===== config.mk =====
export PLATFORM = sky130hd
export DESIGN_NAME = rhf_top
export DESIGN_NICKNAME = d
export VERILOG_FILES = /design/src/inc/rhf_pkg.sv /design/src/inc/rhf_tok_if.sv /design/src/core/rhf_top.sv /design/src/core/rhf_strip.sv
export SDC_FILE = /design/constraint.sdc
export NUM_CORES = 1
export LEC_CHECK = 0
export BUFFER_PORTS_ARGS = -buffer_cell sky130_fd_sc_hd__buf_2
export CAP_MARGIN = 25
export CORE_AREA = 2 2 336 338
export CTS_CLUSTER_DIAMETER = 100
export DETAILED_ROUTE_END_ITERATION = 7
export DIE_AREA = 0 0 338 340
export PLACE_DENSITY = 0.37
export REMOVE_ABC_BUFFERS = 1
export SLEW_MARGIN = 20
export SYNTH_ARGS = -nofsm -noshare
export SYNTH_HDL_FRONTEND = slang
export SYNTH_SLANG_ARGS = --single-unit

===== constraint.sdc =====
create_clock -name clk -period 8.6 [get_ports clk]
set_input_delay 0.86 -clock clk [delete_from_list [all_inputs] [get_ports clk]]
set_output_delay 0.86 -clock clk [all_outputs]
set_load 0.005 [all_outputs]

===== src/inc/rhf_pkg.sv =====
// Purpose: shared constants and types for the router header filter and strip block
// Assumes: one core clock, synchronous active-high reset
// Notes:
package rhf_pkg;
   localparam int          HDR_W     = 16;
   localparam int          TOK_W     = 8;
   localparam int          NUM_INT   = 36;
   localparam int          PORT_W    = 5;
   localparam logic        HSZ_ONE   = 1'b0;
   localparam logic        HSZ_TWO   = 1'b1;
   localparam logic [1:0]  STRIP_ONE = 2'h1;
   localparam logic [1:0]  STRIP_TWO = 2'h2;
   localparam logic [15:0] BASE_ZERO = 16'h0000;

   typedef enum logic [2:0] {
      RHF_HDR,
      RHF_SEND0,
      RHF_SEND1,
      RHF_FWD,
      RHF_DROP
   } rhf_st_type;

   typedef struct packed {
      rhf_st_type         st;
      logic               hcnt;
      logic [TOK_W-1:0]   hb0;
      logic [TOK_W-1:0]   hb1;
      logic [PORT_W-1:0]  port;
      logic               inv_sticky;
      logic               null_sticky;
   } rhf_top_type;

   typedef struct packed {
      logic [1:0]        cnt;
      logic              seen;
      logic              ov;
      logic [TOK_W-1:0]  od;
      logic              ot;
      logic              null_ev;
   } rhf_strip_type;
endpackage : rhf_pkg


===== src/inc/rhf_tok_if.sv =====
// Purpose: token stream from the routing stage to the output strip stage
// Assumes: same clock on both sides
// Notes: term marks a terminator token; data bit 0 then tells end-of-message
`timescale 1ns/1ns
interface rhf_tok_if;
   logic                      valid;
   logic                      ready;
   logic [rhf_pkg::TOK_W-1:0] data;
   logic                      term;
   logic                      cfg_strip;
   logic                      cfg_hsize;
   logic                      cfg_sink;
   logic                      null_ev;
   modport src (output valid, input ready, output data, output term,
                output cfg_strip, output cfg_hsize, output cfg_sink, input null_ev);
   modport snk (input valid, output ready, input data, input term,
                input cfg_strip, input cfg_hsize, input cfg_sink, output null_ev);
endinterface : rhf_tok_if


===== src/core/rhf_top.sv =====
// Purpose: per-link header filter: interval lookup, invalid drop, output strip
// Assumes: token stream and configuration come from logic on clk
// Notes: header bytes are held, the route is decided, then the header is replayed
`timescale 1ns/1ns
module rhf_top (
   // clock and reset
   input  wire logic                                     clk,
   input  wire logic                                     srst,
   // input token stream
   input  wire logic                                     in_valid,
   input  wire logic [rhf_pkg::TOK_W-1:0]                in_data,
   input  wire logic                                     in_term,
   output logic                                          in_ready,
   // interval table
   input  wire logic [rhf_pkg::NUM_INT*rhf_pkg::HDR_W-1:0]  sep_flat,
   input  wire logic [rhf_pkg::NUM_INT*rhf_pkg::PORT_W-1:0] target_port_field,
   input  wire logic [rhf_pkg::NUM_INT-1:0]              invalid_flags,
   input  wire logic [rhf_pkg::NUM_INT-1:0]              discard_flags,
   // link configuration
   input  wire logic                                     header_size_select,
   input  wire logic                                     output_strip_enable,
   input  wire logic                                     link_inactive,
   input  wire logic                                     drop_after_fault,
   // chosen route
   output logic [rhf_pkg::PORT_W-1:0]                    route_port,
   output logic                                          route_open,
   // output token stream
   output logic                                          out_valid,
   output logic [rhf_pkg::TOK_W-1:0]                     out_data,
   output logic                                          out_term,
   input  wire logic                                     out_ready,
   // error status
   output logic                                          invalid_hdr_sticky,
   output logic                                          null_pkt_sticky,
   input  wire logic                                     clr_invalid_hdr,
   input  wire logic                                     clr_null_pkt
);
   rhf_pkg::rhf_top_type cur_ff;
   rhf_pkg::rhf_top_type nxt_ff;
   rhf_tok_if            tok ();

   logic                          hdr_done;
   logic [rhf_pkg::HDR_W-1:0]     hval;
   logic [6:0]                    lk;
   logic [5:0]                    lk_idx;
   logic                          lk_hit;
   logic                          lk_bad;
   logic [rhf_pkg::PORT_W-1:0]    lk_port;
   logic                          inv_ev;

   // first matching interval; a miss counts as invalid
   function automatic logic [6:0] find_int(
      input logic [rhf_pkg::HDR_W-1:0]                    h,
      input logic [rhf_pkg::NUM_INT*rhf_pkg::HDR_W-1:0]   seps);
      logic [6:0]                res;
      logic [rhf_pkg::HDR_W-1:0] base;
      logic [rhf_pkg::HDR_W-1:0] lim;
      res  = 7'h00;
      base = rhf_pkg::BASE_ZERO;
      for (int i = 0; i < rhf_pkg::NUM_INT; i++) begin
         lim  = seps[i*rhf_pkg::HDR_W +: rhf_pkg::HDR_W];
         if (!res[6] && h >= base && h < lim) begin
            res = {1'b1, 6'(i)};
         end
         // each separator is the limit below and the base above; no negative select
         base = lim;
      end
      return res;
   endfunction : find_int

   // headers are decoded until one is not in a portal interval; later bytes are body
   assign hdr_done = (cur_ff.st == rhf_pkg::RHF_HDR) && in_valid && !in_term
                     && (header_size_select == rhf_pkg::HSZ_ONE || cur_ff.hcnt);
   assign hval     = (header_size_select == rhf_pkg::HSZ_TWO) ? {in_data, cur_ff.hb0}
                                                               : {8'h00, in_data};
   // route depends on header and table only, never on the arrival link
   assign lk       = find_int(hval, sep_flat);
   assign lk_hit   = lk[6];
   assign lk_idx   = lk[5:0];
   assign lk_bad   = !lk_hit || invalid_flags[lk_idx];
   assign lk_port  = target_port_field[lk_idx*rhf_pkg::PORT_W +: rhf_pkg::PORT_W];
   assign inv_ev   = hdr_done && lk_bad;

   assign tok.cfg_strip = output_strip_enable;
   assign tok.cfg_hsize = header_size_select;
   assign tok.cfg_sink  = link_inactive && drop_after_fault;

   always_comb begin
      nxt_ff    = cur_ff;
      in_ready  = 1'b0;
      tok.valid = 1'b0;
      tok.data  = in_data;
      tok.term  = in_term;
      case (cur_ff.st)
         rhf_pkg::RHF_HDR: begin
            in_ready = 1'b1;
            if (in_valid && !in_term) begin
               if (!cur_ff.hcnt) begin
                  nxt_ff.hb0 = in_data;
               end else begin
                  nxt_ff.hb1 = in_data;
               end
               nxt_ff.hcnt = !hdr_done;
            end
            // a terminator cuts a half-received header; next byte starts afresh
            if (in_valid && in_term) begin
               nxt_ff.hcnt = 1'b0;
            end
            if (hdr_done) begin
               if (lk_bad) begin
                  nxt_ff.st = rhf_pkg::RHF_DROP;
               end else if (!discard_flags[lk_idx]) begin
                  nxt_ff.port = lk_port;
                  nxt_ff.st   = rhf_pkg::RHF_SEND0;
               end
               // portal interval: header swallowed, next header decoded
            end
         end
         rhf_pkg::RHF_SEND0: begin
            tok.valid = 1'b1;
            tok.data  = cur_ff.hb0;
            tok.term  = 1'b0;
            if (tok.ready) begin
               nxt_ff.st = (header_size_select == rhf_pkg::HSZ_TWO) ? rhf_pkg::RHF_SEND1
                                                                    : rhf_pkg::RHF_FWD;
            end
         end
         rhf_pkg::RHF_SEND1: begin
            tok.valid = 1'b1;
            tok.data  = cur_ff.hb1;
            tok.term  = 1'b0;
            if (tok.ready) begin
               nxt_ff.st = rhf_pkg::RHF_FWD;
            end
         end
         rhf_pkg::RHF_FWD: begin
            tok.valid = in_valid;
            in_ready  = tok.ready;
            if (in_valid && tok.ready && in_term) begin
               nxt_ff.st = rhf_pkg::RHF_HDR;
            end
         end
         rhf_pkg::RHF_DROP: begin
            in_ready = 1'b1;
            if (in_valid && in_term) begin
               nxt_ff.st = rhf_pkg::RHF_HDR;
            end
         end
         default: begin
            nxt_ff.st = rhf_pkg::RHF_HDR;
         end
      endcase
      // a new event in the clear cycle still sets the flag
      if (clr_invalid_hdr) begin
         nxt_ff.inv_sticky = 1'b0;
      end
      if (inv_ev) begin
         nxt_ff.inv_sticky = 1'b1;
      end
      if (clr_null_pkt) begin
         nxt_ff.null_sticky = 1'b0;
      end
      if (tok.null_ev) begin
         nxt_ff.null_sticky = 1'b1;
      end
   end

   always_ff @(posedge clk) begin
      if (srst) begin
         cur_ff    <= '0;
         cur_ff.st <= rhf_pkg::RHF_HDR;
      end else begin
         cur_ff <= nxt_ff;
      end
   end

   rhf_strip u_strip (
      .clk       (clk),
      .srst      (srst),
      .tok       (tok),
      .out_valid (out_valid),
      .out_data  (out_data),
      .out_term  (out_term),
      .out_ready (out_ready)
   );

   assign route_port         = cur_ff.port;
   assign route_open         = (cur_ff.st != rhf_pkg::RHF_HDR) && (cur_ff.st != rhf_pkg::RHF_DROP);
   assign invalid_hdr_sticky = cur_ff.inv_sticky;
   assign null_pkt_sticky    = cur_ff.null_sticky;
endmodule : rhf_top


===== src/core/rhf_strip.sv =====
// Purpose: output-side header strip with null packet detection
// Assumes: every packet reaching here starts with its full routing header
// Notes: one output register stage; sink mode swallows the packet but still flags null
`timescale 1ns/1ns
module rhf_strip (
   // clock and reset
   input  wire logic                      clk,
   input  wire logic                      srst,
   // token stream in
   rhf_tok_if.snk                         tok,
   // token stream out
   output logic                           out_valid,
   output logic [rhf_pkg::TOK_W-1:0]      out_data,
   output logic                           out_term,
   input  wire logic                      out_ready
);
   rhf_pkg::rhf_strip_type cur_ff;
   rhf_pkg::rhf_strip_type nxt_ff;
   logic                   fire;
   logic [1:0]             nhdr;
   logic                   in_hdr;

   assign tok.ready = !cur_ff.ov || out_ready;
   assign fire      = tok.valid && tok.ready;
   assign nhdr      = (tok.cfg_hsize == rhf_pkg::HSZ_TWO) ? rhf_pkg::STRIP_TWO
                                                           : rhf_pkg::STRIP_ONE;
   assign in_hdr    = tok.cfg_strip && (cur_ff.cnt < nhdr);

   always_comb begin
      nxt_ff         = cur_ff;
      nxt_ff.null_ev = 1'b0;
      if (cur_ff.ov && out_ready) begin
         nxt_ff.ov = 1'b0;
      end
      if (fire) begin
         if (!tok.term) begin
            if (in_hdr) begin
               nxt_ff.cnt = cur_ff.cnt + 2'h1;
            end else begin
               nxt_ff.seen = 1'b1;
               if (!tok.cfg_sink) begin
                  nxt_ff.ov = 1'b1;
                  nxt_ff.od = tok.data;
                  nxt_ff.ot = 1'b0;
               end
            end
         end else begin
            // empty after strip: terminator goes too, even in sink mode
            nxt_ff.null_ev = tok.cfg_strip && !cur_ff.seen;
            nxt_ff.cnt     = 2'h0;
            nxt_ff.seen    = 1'b0;
            if (!tok.cfg_sink && !(tok.cfg_strip && !cur_ff.seen)) begin
               nxt_ff.ov = 1'b1;
               nxt_ff.od = tok.data;
               nxt_ff.ot = 1'b1;
            end
         end
      end
   end

   always_ff @(posedge clk) begin
      if (srst) begin
         cur_ff <= '0;
      end else begin
         cur_ff <= nxt_ff;
      end
   end

   assign out_valid   = cur_ff.ov;
   assign out_data    = cur_ff.od;
   assign out_term    = cur_ff.ot;
   assign tok.null_ev = cur_ff.null_ev;
endmodule : rhf_strip


==> reports/qor.yml <==
die:
  fp.dieArea_mm2: 0.1149
  start_util_pct: 17.09
  die_w_um: 338
  die_height_um: 340
  rows: 123
  core_region_area_mm2: 0.1116
  io_pins: 866
clock_tree:
  cts-htree-levels: 2
  clockBufferDepth: 2
  post_cts_buffers: 0
  cts.clk_slew.worst_paths_ps: 70
  clk_latency_ps: 290
  hold_buffers: 0
  cts_root_buffer: "clkbuf_16"
  cts_tree: "yes"
  cts.sinks: 41
  cts_resized: 0
  cts_buffers: 5
setup_path:
  crit_required_ps: 8780
  r2r-start: "cur_ff[20]"
  reg2reg_slack_ps: 2030
  worstRegToRegCells: 17
  cp_max_fo: 21
  cp_data_arrival_time_ps: 7510
  regToRegEndpoint: "route_port[3]"
  start_kind: "input pin"
  cp-end-kind: "flip-flop"
  cpMaxStageDelayCell: "and2_4"
  path_cells: "buf_2 > and2_4 > buf_4 > ha_1 > a2111oi_0 > o21ai_0 > o21ai_0 > o21ai_0 > buf_4 > nand4_1 > o21ai_0 > a32oi_1 > o221a_4 > buf_4 > mux2i_1 > a311oi_1 > a32o_1 > or4b_4 > or3_1 > o41ai_1"
  max_stage_delay_ps: 610
  crit_top_cell: "o21ai_0"
  setup.worst_path.class: "in -> reg"
worst_hold_path:
  hold_class: "reg -> reg"
  min_from: "u_strip.tok.null_ev"
  min_to: "null_pkt_sticky"
  worstHoldPathCells: 2
power:
  powerDensity_mw_per_mm2: 62.78
  leakagePower_uw: 0.01508
  p_total_uw: 1615
  ir_drop_uv: 60.50
placement:
  numPlacedInstances: 4973
  dp_slack_ps: 823.3
  place_hpwl_um: 102600
  portBuffers: 865
  gp_congestion: 0.8786
finish:
  drive_gt1_share_pct: 28.16
  seqCellArea_um2: 820.8
  final_common_cell: "buf_2"
  area_growth_syn_to_layout_pct: 34.84
  layout_common_cells: "buf_2 (865), ha_1 (575), inv_1 (568)"
  nNetsFinal: 4902
  layoutNonFillerInstCount: 4990
  fillers: 12840
  multiInputGateArea_mm2: 0.01593
sta:
  final_min_period_over_clock_period_pct: 85.14
  layout_setup_ws_ps: 1278
  relSlewSlack_pct: 39.52
  finalSetupViolCount: 0
  rsz0062_at_grt: "no"
  worst_slew_pin_slew_ps: 902.2
  worst_clock_skew_ps: 7.061
  hold_viol: 0
  fmax_ghz: 0.1366
  min_period_ps: 7322
  setup_tns_ps: 0
  whs_ps: 440.4
  maxSlewViolCount: 0
job:
  drv_cap: 0
route:
  vias: 22190
  wl_um: 118800
  dr.pass1.iters: 5
  ant_nets: 0
  viasPerCell: 4.447
  drc: 0
  drtIter0Drc: 903
  post_drt_wl_per_cell_um: 23.80
synthesis:
  synth-main-ff-cell: "dfxtp_1"
  syn_inst: 2613
  synth-async-reset-ratio_pct: 0
  syn_area_mm2: 0.01907
  synth_cell_type_count: 92
  avgSynthCellArea_um2: 7.299
  synth-seq-cells: 41
  synth_warnings: 0
  synth-edff-count: 0
  ys_seq_area_share_pct: 4.304
global_route:
  antenna_found_initial: 52
  grt_max_degree: 48
  grt_pass1_vias: 23030
  grt_usage_pct: 19.78
  grt_pass1_wl_um: 163100
  gr-total-overflow: 0
run_status:
  outcome: "finished, final reports clean"
## metal layers
layer / vias up / routed length (um) / global-route usage (%)
met5: - / 152 / 0
met2: 700 / 61380 / 37.85
met3: 131 / 4998 / 2.102
li1: 11030 / - / -
met1: 10310 / 50020 / 23.77
met4: 22 / 2230 / 3.037
## Yosys cell counts, types with 5 or more instances
cell type | number | area share, %
ha_1 | 575 | 38
inv_1 | 568 | 11
nand2_1 | 205 | 4.0
a21oi_1 | 162 | 4.3
o21ai_0 | 116 | 3.0
mux2i_1 | 115 | 6.0
nand3_1 | 95 | 2.5
nor2_1 | 93 | 1.8
a21o_1 | 48 | 1.9
o211ai_1 | 42 | 1.7
dfxtp_1 | 41 | 4.3
nand4_1 | 37 | 1.2
a211oi_1 | 35 | 1.4
nor3_1 | 34 | 0.89
o21a_1 | 32 | 1.3
nor2b_1 | 30 | 0.98
clkbuf_1 | 28 | 0.55
nand2b_1 | 20 | 0.66
and4_1 | 18 | 0.83
o2111ai_1 | 18 | 0.83
a2111oi_0 | 16 | 0.73
or3_1 | 16 | 0.52
a31oi_1 | 15 | 0.49
buf_4 | 15 | 0.59
and2_1 | 13 | 0.43
and3_1 | 13 | 0.43
a221oi_1 | 12 | 0.55
buf_1 | 10 | 0.20
mux2_2 | 10 | 0.59
a32oi_1 | 9 | 0.41
o221ai_1 | 9 | 0.41
o22ai_1 | 9 | 0.30
a2111o_1 | 8 | 0.47
a22oi_1 | 8 | 0.31
nand3b_1 | 8 | 0.31
nor4_1 | 8 | 0.26
a221o_1 | 6 | 0.31
buf_2 | 6 | 0.16
o31ai_1 | 6 | 0.24
a211o_1 | 5 | 0.23
o21bai_1 | 5 | 0.20
o41ai_1 | 5 | 0.23
## final cells by class
class                      count  area share [%]
multi-input combinational   1942           61.93
antenna                       10         0.09731
clock inverter                 2          0.1362
clock buffer                   5          0.4865
sequential                    41           3.192
tap                         1500           7.298
inverter                     570           8.320
timing repair buffer         920           18.54
## registers in the layout, summed over array words and instances, names as in the netlist
register / flops
route_port: 5
u_strip.out_data: 8
u_strip.out_valid: 1
u_strip.out_term: 1
u_strip.tok.null_ev: 1
null_pkt_sticky: 1
u_strip.cur_ff: 3
invalid_hdr_sticky: 1
cur_ff: 20
## report_power, final
group,leakage (uW),internal (uW),switching (uW)
Sequential,0.000332,195,8.02
Clock,0.0000797,135,84.5
Combinational,0.0147,502,690
Total,0.0151,832,783
## kinds of logic (layout without fill, tap and decap cells)
family / Yosys count / after routing / synth area share [%]
fa+ha+maj: 575 / 575 / 37.72
simple gates: 620 / 620 / 16.30
mux: 128 / 128 / 6.980
flops: 41 / 41 / 4.304
compound gates: 617 / 617 / 21.83
buf+inv: 630 / 1497 / 12.77
other cells: 0 / 10 / 0
xor+xnor: 2 / 2 / 0.09186
## how the worst max path moves through the flow
stage	end	cells after the start	startpoint	slack, ps
finish	route_port[3]	20	header_size_select	1280
global route	route_port[3]	18	header_size_select	820
CTS	route_port[3]	17	header_size_select	1110
detailed placement	route_port[2]	18	header_size_select	820
global placement	route_port[1]	17	header_size_select	860
floorplan	route_port[1]	16	header_size_select	-230
## metrics by stage
stage | util (%) | cell area (um2)
6_report | 23.05 | 25720
5_1_grt | 23.04 | 25710
4_1_cts | 23.03 | 25690
3_5_place_dp | 22.88 | 25530
3_3_place_gp | 22.88 | 25530
2_1_floorplan | - | 18780
## critical path, delay by kind of cell
family	cells	cell delay, ps
simple gates	4	1850
buf+inv	4	1370
compound gates	10	2820
fa+ha+maj	1	300
mux	1	260
Note: power is estimated with default switching activity, not from simulation.
